### src/fwl_pkg.sv
// package of the flash lock and write-suspend host controller
// assumes: one 100 MHz clock, apb software port, 8-bit flash data bus
`default_nettype none
package fwl_pkg;
   // ************************************************************
   // timing
   // ************************************************************
   localparam int CLK_NS      = 10;                            // pclk period
   localparam int PHASE_NS    = 30;                            // least width of a strobe phase
   localparam int PHASE_CYC   = (PHASE_NS + CLK_NS - 1) / CLK_NS; // rounded up
   // ************************************************************
   // apb register map (byte addresses)
   // ************************************************************
   localparam logic [7:0] OFS_CTRL   = 8'h00;  // bit0 high voltage reset-pin request
   localparam logic [7:0] OFS_ADDR   = 8'h04;  // flash target address
   localparam logic [7:0] OFS_CMD    = 8'h08;  // write op code to start
   localparam logic [7:0] OFS_STATUS = 8'h0c;  // controller and flash status
   localparam int ST_BUSY    = 0;
   localparam int ST_SUSP    = 1;
   localparam int ST_REFUSED = 2;
   localparam int ST_UNKNOWN = 3;
   localparam int ST_SR_LSB  = 8;
   // ************************************************************
   // flash status flag positions
   // ************************************************************
   localparam int READY_FLAG_BIT          = 7;
   localparam int ERASE_OR_CLEAR_ERR_BIT  = 5;
   localparam int WRITE_OR_SET_ERR_BIT    = 4;
   localparam int WRITE_SUSPENDED_BIT     = 2;
   // ************************************************************
   // flash command bytes
   // ************************************************************
   localparam logic [7:0] FC_READ_ARRAY  = 8'hff;
   localparam logic [7:0] FC_READ_STATUS = 8'h70;
   localparam logic [7:0] FC_CLR_STATUS  = 8'h50;
   localparam logic [7:0] FC_SUSPEND     = 8'hb0;
   localparam logic [7:0] FC_RESUME      = 8'hd0;
   localparam logic [7:0] FC_LOCK_SETUP  = 8'h60;
   localparam logic [7:0] FC_BLOCK_CONF  = 8'h01;
   localparam logic [7:0] FC_MASTER_CONF = 8'hf1;
   localparam logic [7:0] FC_CLEAR_CONF  = 8'hd0;
   // ************************************************************
   // software operations
   // ************************************************************
   typedef enum logic [2:0] {
      OP_READ_ARRAY = 3'h0, OP_READ_STATUS = 3'h1, OP_CLR_STATUS = 3'h2, OP_SUSPEND = 3'h3,
      OP_RESUME = 3'h4, OP_SET_BLOCK = 3'h5, OP_SET_MASTER = 3'h6, OP_CLEAR_LOCKS = 3'h7
   } fwl_op_e;
   typedef enum logic [5:0] {
      S_IDLE = 6'h01, S_WSET = 6'h02, S_WREL = 6'h04, S_RSET = 6'h08, S_RREL = 6'h10,
      S_DONE = 6'h20
   } fwl_state_e;
   // flash pin group driven by the controller
   typedef struct packed {
      logic        ce_n;
      logic        oe_n;
      logic        we_n;
      logic        dq_oe;
      logic [7:0]  dq_out;
      logic [19:0] addr;
      logic        rp_hv;
   } fwl_pins_s;
   // byte sent in write cycle idx of an operation
   function automatic logic [7:0] fwl_cmd_byte(input fwl_op_e op, input logic idx,
                                               input logic auto_clr);
      logic [7:0] b;
      b = FC_READ_ARRAY;
      if (auto_clr) begin
         b = FC_CLR_STATUS;
      end else begin
         case (op)
            OP_READ_STATUS: b = FC_READ_STATUS;
            OP_CLR_STATUS:  b = FC_CLR_STATUS;
            OP_SUSPEND:     b = FC_SUSPEND;
            OP_RESUME:      b = FC_RESUME;
            OP_SET_BLOCK:   b = idx ? FC_BLOCK_CONF : FC_LOCK_SETUP;
            OP_SET_MASTER:  b = idx ? FC_MASTER_CONF : FC_LOCK_SETUP;
            OP_CLEAR_LOCKS: b = idx ? FC_CLEAR_CONF : FC_LOCK_SETUP;
            default:        b = FC_READ_ARRAY;
         endcase
      end
      return b;
   endfunction
endpackage
`default_nettype wire

### src/fwl_tick.sv
// phase timer of the flash host controller
// assumes: restarted by clr whenever the sequencer changes state
`timescale 1ns/1ps
`default_nettype none
module fwl_tick (
   input  wire logic pclk,    // system clock
   input  wire logic presetn, // async reset, low active
   input  wire logic clr,     // restart the phase
   output logic      tick     // one-cycle pulse at phase end
);
   import fwl_pkg::*;
   logic [7:0] cnt_q;
   // counts one strobe phase, pulses at its last cycle
   always_ff @(posedge pclk or negedge presetn) begin
      if (!presetn) begin
         cnt_q <= 8'h00;
         tick  <= 1'b0;
      end else if (clr) begin
         cnt_q <= 8'h00;
         tick  <= 1'b0;
      end else begin
         tick  <= (cnt_q == 8'(PHASE_CYC - 2)) || (PHASE_CYC < 2);
         cnt_q <= (cnt_q == 8'(PHASE_CYC - 1)) ? 8'h00 : cnt_q + 8'h01;
      end
   end
endmodule // fwl_tick
`default_nettype wire

### src/fwl_host.sv
// host controller that drives a parallel flash through its pins
// assumes: apb software port, flash answers asynchronously, inputs synchronous
//
// Local design decisions: the APB slave port and the register offsets.
`timescale 1ns/1ps
`default_nettype none
module fwl_host (
   input  wire logic              pclk,         // 100 MHz clock
   input  wire logic              presetn,      // async reset, low active
   input  wire logic              psel,         // apb select
   input  wire logic              penable,      // apb access phase
   input  wire logic              pwrite,       // apb write
   input  wire logic [7:0]        paddr,        // apb byte address
   input  wire logic [31:0]       pwdata,       // apb write data
   output logic      [31:0]       prdata,       // apb read data
   output logic                   pready,       // apb ready
   output logic                   pslverr,      // apb error, unmapped address
   output fwl_pkg::fwl_pins_s     flash_pins,   // strobes, address, data drive
   input  wire logic [7:0]        dq_in,        // flash data in
   input  wire logic              ready_busy_output // flash ready, high when ready
);
   import fwl_pkg::*;
   // ************************************************************
   // state
   // ************************************************************
   typedef struct packed {
      fwl_state_e  st;
      fwl_op_e     op;
      logic        idx;
      logic        auto_clr;
      logic [19:0] addr;
      logic        susp;
      logic        refused;
      logic        unknown;
      logic [7:0]  sr;
      fwl_pins_s   pins;
      logic [31:0] prdata;
      logic        pready;
      logic        pslverr;
   } fwl_regs_s;
   fwl_regs_s r_q, r_d;
   logic tick;
   logic setup_ph;
   logic start;
   logic acc;
   logic allowed;
   logic is_lock;
   logic ready_now;
   assign setup_ph  = psel && !penable;
   // completing edge of a transfer: access phase with pready sampled high
   assign acc       = psel && penable && r_q.pready;
   assign start     = acc && pwrite && (paddr == OFS_CMD) && (r_q.st == S_IDLE);
   assign allowed   = !r_q.susp || pwdata[2:0] == OP_READ_ARRAY
                      || pwdata[2:0] == OP_READ_STATUS || pwdata[2:0] == OP_RESUME;
   assign is_lock   = r_q.op == OP_SET_BLOCK || r_q.op == OP_SET_MASTER;
   // sampled status byte, never the released data bus, plus the ready pin
   assign ready_now = r_q.sr[READY_FLAG_BIT] && ready_busy_output;
   // phase timer restarts on every state change
   fwl_tick u_tick (
      .pclk    (pclk),
      .presetn (presetn),
      .clr     (r_d.st != r_q.st),
      .tick    (tick)
   );
   // ************************************************************
   // next state
   // ************************************************************
   always_comb begin
      r_d = r_q;
      r_d.pready  = 1'b0;
      r_d.pslverr = 1'b0;
      // writes take effect only at the completing edge of the transfer
      if (acc && pwrite) begin
         if (paddr == OFS_CTRL) begin
            r_d.pins.rp_hv = pwdata[0];
         end
         if (paddr == OFS_ADDR && r_q.st == S_IDLE) begin
            r_d.addr = pwdata[19:0];
         end
      end
      // apb slave: answers in the first access cycle
      if (setup_ph) begin
         r_d.pready = 1'b1;
         r_d.prdata = 32'h0000_0000;
         case (paddr)
            OFS_CTRL: r_d.prdata[0] = r_q.pins.rp_hv;
            OFS_ADDR: r_d.prdata[19:0] = r_q.addr;
            OFS_CMD: r_d.prdata[2:0] = r_q.op;
            OFS_STATUS: begin
               r_d.prdata[ST_BUSY]    = r_q.st != S_IDLE;
               r_d.prdata[ST_SUSP]    = r_q.susp;
               r_d.prdata[ST_REFUSED] = r_q.refused;
               r_d.prdata[ST_UNKNOWN] = r_q.unknown;
               r_d.prdata[ST_SR_LSB +: 8] = r_q.sr;
            end
            default: r_d.pslverr = 1'b1;
         endcase
      end
      // sequencer
      case (r_q.st)
         S_IDLE: begin
            if (start) begin
               if (allowed) begin
                  r_d.op       = fwl_op_e'(pwdata[2:0]);
                  r_d.idx      = 1'b0;
                  r_d.auto_clr = 1'b0;
                  r_d.refused  = 1'b0;
                  r_d.st       = S_WSET;
               end else begin
                  r_d.refused  = 1'b1;
               end
            end
         end
         S_WSET: begin
            r_d.pins.ce_n   = 1'b0;
            r_d.pins.we_n   = 1'b0;
            r_d.pins.dq_oe  = 1'b1;
            r_d.pins.addr   = r_q.addr;
            r_d.pins.dq_out = fwl_cmd_byte(r_q.op, r_q.idx, r_q.auto_clr);
            if (tick) begin
               r_d.st = S_WREL;
            end
         end
         S_WREL: begin
            r_d.pins.ce_n = 1'b1;
            r_d.pins.we_n = 1'b1;
            if (tick) begin
               r_d.pins.dq_oe = 1'b0;
               if (r_q.auto_clr || r_q.op == OP_READ_ARRAY || r_q.op == OP_CLR_STATUS
                   || r_q.op == OP_RESUME) begin
                  if (r_q.op == OP_RESUME) begin
                     r_d.susp = 1'b0;
                  end
                  r_d.st = S_DONE;
               end else if (!r_q.idx && r_q.op >= OP_SET_BLOCK) begin
                  r_d.idx = 1'b1;                  // confirm write follows
                  r_d.st  = S_WSET;
               end else begin
                  r_d.st = S_RSET;
               end
            end
         end
         S_RSET: begin
            r_d.pins.ce_n = 1'b0;
            r_d.pins.oe_n = 1'b0;
            if (tick) begin
               r_d.sr = dq_in;
               r_d.st = S_RREL;
            end
         end
         S_RREL: begin
            r_d.pins.ce_n = 1'b1;
            r_d.pins.oe_n = 1'b1;
            if (tick) begin
               if (!r_q.sr[READY_FLAG_BIT] || (r_q.op != OP_READ_STATUS && !ready_now)) begin
                  r_d.st = S_RSET;                 // lower flags invalid, poll again
               end else begin
                  r_d.st = S_DONE;
                  if (r_q.op == OP_SUSPEND) begin
                     r_d.susp = r_q.sr[WRITE_SUSPENDED_BIT];
                  end
                  if (is_lock && r_q.sr[WRITE_OR_SET_ERR_BIT]) begin
                     r_d.auto_clr = 1'b1;
                     r_d.st       = S_WSET;
                  end
                  if (r_q.op == OP_CLEAR_LOCKS) begin
                     r_d.unknown = r_q.sr[ERASE_OR_CLEAR_ERR_BIT];
                     if (r_q.sr[ERASE_OR_CLEAR_ERR_BIT]) begin
                        r_d.auto_clr = 1'b1;
                        r_d.st       = S_WSET;
                     end
                  end
               end
            end
         end
         S_DONE: r_d.st = S_IDLE;
         default: r_d.st = S_IDLE;
      endcase
   end
   // ************************************************************
   // registers
   // ************************************************************
   always_ff @(posedge pclk or negedge presetn) begin
      if (!presetn) begin
         r_q          <= '0;
         r_q.st       <= S_IDLE;
         r_q.op       <= OP_READ_ARRAY;
         r_q.pins.ce_n <= 1'b1;
         r_q.pins.oe_n <= 1'b1;
         r_q.pins.we_n <= 1'b1;
      end else begin
         r_q <= r_d;
      end
   end
   assign prdata     = r_q.prdata;
   assign pready     = r_q.pready;
   assign pslverr    = r_q.pslverr;
   assign flash_pins = r_q.pins;
endmodule // fwl_host
`default_nettype wire

### config.mk
export PLATFORM = sky130hd
export DESIGN_NAME = fwl_host
export DESIGN_NICKNAME = d
export VERILOG_FILES = /design/src/fwl_pkg.sv /design/src/fwl_tick.sv /design/src/fwl_host.sv
export SDC_FILE = /design/constraint.sdc
export NUM_CORES = 1
export LEC_CHECK = 0
export BUFFER_PORTS_ARGS = -buffer_cell sky130_fd_sc_hd__buf_2
export CAP_MARGIN = 25
export CORE_UTILIZATION = 45
export CTS_CLUSTER_SIZE = 12
export DETAILED_ROUTE_END_ITERATION = 7
export PLACE_DENSITY = 0.69
export SYNTH_ARGS = -nofsm -noshare
export SYNTH_HDL_FRONTEND = slang
export SYNTH_SLANG_ARGS = --single-unit
### constraint.sdc
create_clock -name pclk -period 4.72 [get_ports pclk]
set_input_delay 0.472 -clock pclk [delete_from_list [all_inputs] [get_ports pclk]]
set_output_delay 0.472 -clock pclk [all_outputs]
set_load 0.005 [all_outputs]
; ---- Word level (Yosys, flattened, before mapping)
; Index checks and enable logic that the tools add are counted.
[classes]
n_addsub = 1
magnitude_cmp = 1
eq_ne = 32
mux = 51
bitwise_logic = 1
reduce_logical = 46
[op_table]
columns = operator, count
row1 = $pmux W8 S7, 1
row2 = $mux W6, 9
row3 = $mux W8, 5
row4 = $pmux W6 S5, 1
row5 = $mux W11, 2
row6 = $mux W1, 18
row7 = $eq A8 B4 Y1 const B, 2
row8 = $ne A2 B2 Y1 const B, 8
row9 = $pmux W8 S2, 1
row10 = $eq A3 B3 Y1 const B, 5
row11 = $mux W4, 3
row12 = $pmux W1 S2, 6
row13 = $reduce_bool A2 Y1, 6
row14 = $logic_and A1 B1 Y1, 11
row15 = $reduce_and A2 Y1, 5
row16 = $add A8 B1 Y8 const B, 1
row17 = $eq A8 B1 Y1 const B, 1
row18 = $eq A8 B2 Y1 const B, 1
row19 = $eq A8 B3 Y1 const B, 1
row20 = $logic_not A8 Y1, 1
row21 = $logic_or A1 B1 Y1, 8
row22 = $mux W7, 1
row23 = $reduce_and A7 Y1, 1
row24 = $eq A3 B1 Y1 const B, 2
row25 = 24 further kinds, 32
[totals]
reg_bits = 106
in_bits = 54
out_inout_bits = 67
wordCells = 153

; ---- Depth between registers and ports, before layout
; Gate-level depths: netlist (run 1).
[depth]
depth_word = 11
ltp_mapped = 7
ltp_nobuf = 5

; ---- Hierarchy
; From an unflattened synthesis (run 1), not the netlist that was laid out.
[hier_totals]
hier_cells = 498
hier_area_um2 = 5260.0
[modules_own_cells]
columns = mod, n_inst, cells_each, area_per_inst_um2, seq_area_each_um2
row1 = fwl_host, 1, 456, 4823.4, 2382.3
row2 = fwl_tick, 1, 42, 436.7, 225.2

; ---- Worst setup path after synthesis (run 1)
; No wires, ideal clock.
[synth_path]
path_type = input to register
from = in paddr[7]
to = reg r_q, in the netlist flash_pins[0]
setup_ns = 0.128
arrival_time_ns = 1.872
required_time_ns = 4.592
setup_slack_ns = 2.721
cell_stages = 4
n_path_buf = 0
path_cell_list = or4_4 or2_1 nor4_1 mux2_1
[synth_between]
elab_chain_len = 2
[synth_lines]
columns = item, line
row1 = "start, declared", fwl_host.sv:13  ; input wire logic [7:0] paddr,
row2 = $logic_not A8 Y1, fwl_host.sv:74  ; if (paddr == OFS_CTRL) begin
row3 = $reduce_and A2 Y1 (no source line), n/a
row4 = "end signal, assigned", fwl_host.sv:192  ; r_q <= r_d;
row5 = "end, declared", fwl_host.sv:41  ; fwl_regs_s r_q, r_d;
; No other way between the ends.
; A chain may end at the register's enable or synchronous reset.

; ---- Final worst setup path (run 1)
[layout_path]
from = reg r_q[105] (netlist name)
to = reg r_q[96] (netlist name)
[layout_between]
elab_chain_len = 3
[layout_lines]
columns = item, line
row1 = $eq A6 B1 Y1, fwl_host.sv:77  ; if (paddr == OFS_ADDR && r_q.st == S_IDLE) begin
row2 = $logic_and A1 B1 Y1, fwl_host.sv:77
row3 = $reduce_and A2 Y1 (no source line), n/a
; No other way between the ends.

==> metrics.md, run 1 <==
| Metric | Value |
|---|---|
| Worst min-delay path class | in2async |
| # setup viols final | 0 |
| Post-DP HPWL | 6970 µm |
| Reg-to-Reg End | r_q[96] |
| Cells after Synth | 444 |
| Dpl ws | 2.23 ns |
| FF-to-FF Start | r_q[105] |
| Synth cell types | 57 |
| Crit-path max cell delay | 0.50 ns |
| DRT Wirelength | 9730 µm |
| Fill count | 990 |
| Core area | 10900 µm² |
| Hold Buf Count CTS | 0 |
| Post-synth ARST share | 100% |
| DRC viols | 0 |
| Final slew viol count | 0 |
| Inst Count DP | 609 |
| Initial DRC Count | 219 |
| Setup TNS | 0 ns |
| PortBufs | 96 |
| Worst-path clk slew | 0.10 ns |
| CP required | 4.97 ns |
| Die Ht | 108 µm |
| WL per Instance | 15.5 µm |
| Pin count of the biggest net entering global routing | 58 |
| Post-synth EDFFs | 0 |
| Gr ovfl total | 0 |
| Worst VDD drop | 0.187 mV |
| Main area contributors after synthesis | dfrtp_1, buf_4, mux2_2, mux2_1, nand2_1 |
| CTS tree | yes |
| Final setup skew | 0.0104 ns |
| FP Rows | 38 |
| Worst Tran Pin Value | 0.933 ns |
| Status | finished, final reports clean |
| Total power | 1.78 mW |
| Slew HR | 37.7% |
| Area Growth Syn to Fin | 8.06% |
| Worst r2r path cells | 5 |
| Worst-case clock buffer depth | 2 |
| Post-CTS sizing | 0 |
| I/O pin count | 121 |
| Post-route setup slack | 2.38 ns |
| Final hold violation count | 0 |
| Total die area | 11600 µm² |
| Ys Warns | 0 |
| Part of the Yosys area used for sequential elements | 51.7% |
| Vias in the first global route | 3253 |
| Critical Path Sink Type | register |
| Max-cap violations | 0 |
| Share of cells above drive strength 1 | 33.7% |
| First-pass GRT wire length | 16200 µm |
| DRT Pass-1 Iters | 4 |
| GRT Overall Usage | 18.0% |
| Total CTS buffers | 9 |
| Mean Syn Cell Area | 11.4 µm² |
| CTS Root Cell | clkbuf_8 |
| Via density | 5.23 |
| P per Cell Area | 326 nW/µm² |
| Num Clock Sinks | 104 |
| Initial antenna violation count | 1 |
| Fmax | 428 MHz |
| WHS | 0.135 ns |
| Crit start category | register |
| Post-synth top area share | 49.6% |
| Vias | 3278 |
| Antenna-violating nets left | 0 |
| RSZ-0062 raised after global routing | no |
| Reg-to-reg slack, setup | 2.38 ns |
| Post-Synthesis Cell Area | 5040 µm² |
| Cell accounting for the most synthesized area | dfrtp_1 |
| Top_reg_cell synth | dfrtp_1 |
| Die W | 108 µm |
| Leakage | 2.87 nW |
| Clk_lat worst skew | 0.37 ns |
| Critical path's top delay family | simple AND/OR/NAND/NOR gates |
| Period minus WS final | 2.34 ns |
| Crit path DAT | 2.58 ns |
| WS Path Type | reg2reg |
| Worst Path Buf+Inv | 1 |
| # Post-CTS Setup Buffers | 0 |
| Synthesized flop and latch total | 104 |
| CP max FO | 17 |
| Fin crit share | 49.5% |
| H-tree Lvls | 3 |
| CP max stage cell | and4bb_1 |
| GPL Wtd Cong | 0.842 |
| Initial Utilization | 46.3% |
| Final #Nets | 538 |
| Crit-path cells | nor3_2 > and4bb_1 > nand4_1 > buf_4 > mux2_1 |
| Fin cells | 627 |
[worst max-delay path by stage]
stage,cells after the start,end,startpoint
floorplan,4,flash_pins[0],paddr[7]
global placement,6,prdata[12],penable
detailed placement,6,prdata[3],penable
CTS,5,r_q[85],r_q[105]
global route,5,r_q[85],r_q[105]
finish,5,r_q[96],r_q[105]
[flip-flops by register name (all words and copies together) (netlist names)]
name,flops
u_tick.cnt_q,8
r_q,42
flash_pins,31
prdata,20
pslverr,1
u_tick.tick,1
pready,1
[synthesized netlist by cell type (all sizes together), types with 2 or more instances]
| master | n |
|---|---|
| dfrtp | 100 |
| buf | 71 |
| mux2 | 54 |
| nand2 | 45 |
| nor2 | 20 |
| o21ai | 14 |
| clkbuf | 13 |
| nand3 | 12 |
| a22oi | 11 |
| a21oi | 10 |
| a22o | 10 |
| inv | 10 |
| nor3 | 9 |
| nand4 | 7 |
| xor2 | 7 |
| and3 | 4 |
| dfstp | 4 |
| nor3b | 4 |
| a21o | 3 |
| ha | 3 |
| mux2i | 3 |
| o31ai | 3 |
| a31oi | 2 |
| nand2b | 2 |
| nor2b | 2 |
| nor4 | 2 |
| or2 | 2 |
| or4 | 2 |
[routing by layer]
metal,vias up,routed length [µm],global-route usage [%]
met5,-,10,0
met4,2,136,7.24
met3,14,496,4.36
met2,79,4620,28.9
met1,1642,4460,23.4
li1,1541,-,-
[stage by stage]
step                util (%)  area [µm²]
floorplan                  -        5080
global placement        47.7        5190
detailed placement      47.7        5190
CTS                     49.9        5440
global route            50.0        5450
finish                  50.0        5450
[cell usage in the layout, fill, tap and decap left out, drive strengths merged, types with 2 or more instances in the layout]
cell type,Yosys,routed
ha,3,3
dfstp,4,4
nor2,20,20
o31ai,3,3
xor2,7,7
dfrtp,100,100
and3,4,4
inv,10,11
clkbuf,13,10
bufinv,0,3
mux2i,3,3
mux2,54,54
a21o,3,3
nand2,45,45
o21ai,14,14
a22oi,11,11
or2,2,2
nor2b,2,2
a21oi,10,10
nand4,7,7
nand2b,2,2
or4,2,2
nor4,2,2
conb,1,12
nor3b,4,4
nand3,12,12
a22o,10,10
buf,71,99
nor3,9,9
a31oi,2,2
[where the power goes]
group / internal [mW] / total [mW] / switching [mW]
logic: 0.0655 / 0.147 / 0.0816
clock network: 0.355 / 0.657 / 0.302
registers: 0.927 / 0.975 / 0.0476
total: 1.35 / 1.78 / 0.431
[layout make-up]
cell class | count | area (µm²) | share of cell area, %
antenna | 1 | 2.50 | 0.0459
clock buffer | 10 | 128 | 2.34
clock inverter | 6 | 115 | 2.11
inverter | 10 | 37.5 | 0.689
multi-input combinational | 257 | 1870 | 34.4
sequential | 104 | 2610 | 47.9
tap | 140 | 175 | 3.21
timing repair buffer | 99 | 509 | 9.35
[kinds of logic after synthesis]
logic type,after synthesis,synth area share (%)
other,1,0.0744
AO/OA/AOI/OAI,62,9.01
AND/OR/NAND/NOR,115,12.4
adder cells (fa/ha/maj),3,0.744
multiplexers,57,12.7
XOR/XNOR,8,1.39
flip-flops,104,51.7
buffers and inverters,94,12.0
Note: power is estimated with default switching activity, not from simulation.
==> inputs of run 2 (changes only) <==
PLACE_DENSITY = 0.72   (was 0.69)
clock period = 1.9 ns   (was 4.72 ns; I/O delays follow)
==> run 2 against run 1 <==
Compared with the run above: die area unchanged; sequential share of layout area down 2.0 points; wire length up 5.4%; largest cell class unchanged; power rose by 140%; clock power increased by 110%; combinational power rose to 2.7 times the previous value.
==> metrics.md, run 2 (same netlist as run 1, synthesis figures left out) <==
| Metric | Value |
|---|---|
| CP max stage cell | or4_4 |
| WS Path Type | reg2reg |
| PortBufs | 96 (unchanged) |
| WL per Instance | 15.6 µm (+0.59%) |
| Worst VDD drop | 0.561 mV (+200%) |
| Sequential power share | 57.3% (+2.5 points) |
| Design area | 5690 µm² (+4.4%) |
| Crit-path cells | inv_2 > or4_4 > a2111oi_4 > buf_4 > buf_4 > o32ai_1 > nand2_1 |
| Commonest non-fill, non-tap cell in the layout | dfrtp_1 |
| GPL Wtd Cong | 0.848 (+0.76%) |
| CP max FO | 3 (-14) |
| Core area | 10900 µm² (unchanged) |
| Via density | 5.12 (-2.1%) |
| DRC viols | 0 (unchanged) |
| Gate power share | 9.4% (+1.1 points) |
| Initial DRC Count | 193 (-12%) |
| Leakage | 3.01 nW (+4.9%) |
| DRT Pass-1 Iters | 4 (unchanged) |
| Initial Utilization | 46.3% (unchanged) |
| Commonest non-fill, non-tap cells in the layout | dfrtp_1, buf_2, nand2_1, mux2_2, buf_4 |
| Share of cells above drive strength 1 | 37.8% (+4.0 points) |
| Final slew viol count | 0 (unchanged) |
| Die W | 108 µm (unchanged) |
| Crit path DAT | 2.13 ns (-0.45 ns) |
| Clk_lat worst skew | 0.37 ns (about the same) |
| Total CTS buffers | 9 (unchanged) |
| Switching Share | 26.2% (+2.0 points) |
| Fin crit share | 95.4% (+46 points) |
| Post-route setup slack | 0.0868 ns (-2.30 ns) |
| CTS tree | yes |
| GRT Overall Usage | 18.6% (+0.58 points) |
| Crit-path max cell delay | 0.54 ns (+0.04 ns) |
| H-tree Lvls | 3 (unchanged) |
| Clk pwr share | 33.3% (-3.6 points) |
| Final #Nets | 568 (+5.6%) |
| Largest register FFs | 42 (unchanged) |
| CP required | 2.22 ns (-2.75 ns) |
| Status | finished, final reports clean |
| Worst-path clk slew | 0.10 ns (about the same) |
| Pin count of the biggest net entering global routing | 47 (-19%) |
| DRT Wirelength | 10300 µm (+5.4%) |
| Die Ht | 108 µm (unchanged) |
| Setup TNS | 0 ns (unchanged) |
| First-pass GRT wire length | 16400 µm (+1.1%) |
| Final setup skew | 0.0180 ns (+0.00756 ns) |
| Dpl ws | -0.0349 ns (-2.26 ns) |
| Switch Pwr | 1.11 mW (+160%) |
| Crit start category | register |
| Num Clock Sinks | 104 (unchanged) |
| WHS | 0.0250 ns (-0.110 ns) |
| # setup viols final | 0 (unchanged) |
| Final core occ | 52.2% (+2.2 points) |
| CTS Root Cell | clkbuf_8 |
| Critical Path Sink Type | register |
| P per Cell Area | 742 nW/µm² (+130%) |
| Cell repeated most along the worst path | buf_4 |
| Initial antenna violation count | 2 (+1) |
| Vias | 3361 (+2.5%) |
| Gr ovfl total | 0 (unchanged) |
| Fmax | 552 MHz (+29%) |
| Int Pwr | 3.11 mW (+130%) |
| Final hold violation count | 0 (unchanged) |
| Total die area | 11600 µm² (unchanged) |
| Area after DPL | 5440 µm² (+4.8%) |
| Worst min-delay path class | in2reg |
| Max-cap violations | 0 (unchanged) |
| Antenna-violating nets left | 0 (unchanged) |
| Area Growth Syn to Fin | 12.8% |
| Vias in the first global route | 3288 (+1.1%) |
| Post-DP HPWL | 7720 µm (+11%) |
| Worst-case clock buffer depth | 2 (unchanged) |
| FP Rows | 38 (unchanged) |
| Most flop-heavy register | r_q |
| Period minus WS final | 1.81 ns (-0.522 ns) |
| I/O pin count | 121 (unchanged) |
[run 2: worst max-delay path, delay by kind of cell (launching register included)]
| family | cells | cell delay, ns |
|---|---|---|
| simple gates | 2 | 0.63 |
| compound gates | 2 | 0.40 |
| flops | 1 | 0.38 |
| buf+inv | 3 | 0.34 |
[run 2: timing repair]
action,in CTS,in global routing
setup endpoints to repair,0,5
endpoints found under the hold margin,25,0
hold buffers,1,0
gates resized for setup,0,3
buffers inserted,0,2
[run 2: routing by layer]
layer	vias to the layer above	routed length, µm	GRT usage [%]
met5	-	13	0
met1	1656	4750	24.4
li1	1593	-	-
met3	18	559	4.72
met2	92	4770	30.0
met4	2	169	6.26
[run 2: path summary, 6_finish.rpt]
kind	slack, ns	endpoint	startpoint	cells past startpoint
worst max-delay path	0.09	r_q[104]	r_q[104]	7
worst min-delay path	0.03	r_q[82]	pwdata[4]	2
worst max register to register	0.09	r_q[104]	r_q[104]	7
worst min register to register	0.48	prdata[9]	prdata[9]	2
max in group asynchronous	0.98	flash_pins[31]	presetn	3
min in group asynchronous	0.28	flash_pins[17]	presetn	2
[run 2: layout make-up]
cell class | count | area (µm²)
fill | 953 | 5200
antenna | 1 | 2.50
clock inverter | 6 | 75.1
sequential | 104 | 2610
multi-input combinational | 258 | 1890
inverter | 10 | 37.5
clock buffer | 10 | 128
timing repair buffer | 128 | 776
tap | 140 | 175
[run 2: metrics by stage]
stage | std cells | total power, mW
6_report | 657 | 4.22
5_1_grt | 656 | 4.44
4_1_cts | 653 | 4.26
3_5_place_dp | 636 | 2.84
3_3_place_gp | 636 | 2.82
2_1_floorplan | 455 | 2.69
[run 2: power by group through the flow]
| stage | combinational (mW) | sequential (mW) | clock, mW |
|---|---|---|---|
| 6_report | 0.396 | 2.42 | 1.41 |
| 5_1_grt | 0.462 | 2.44 | 1.54 |
| 4_1_cts | 0.387 | 2.42 | 1.46 |
| 3_5_place_dp | 0.383 | 2.46 | 0 |
| 3_3_place_gp | 0.366 | 2.45 | 0 |
| 2_1_floorplan | 0.265 | 2.42 | 0 |
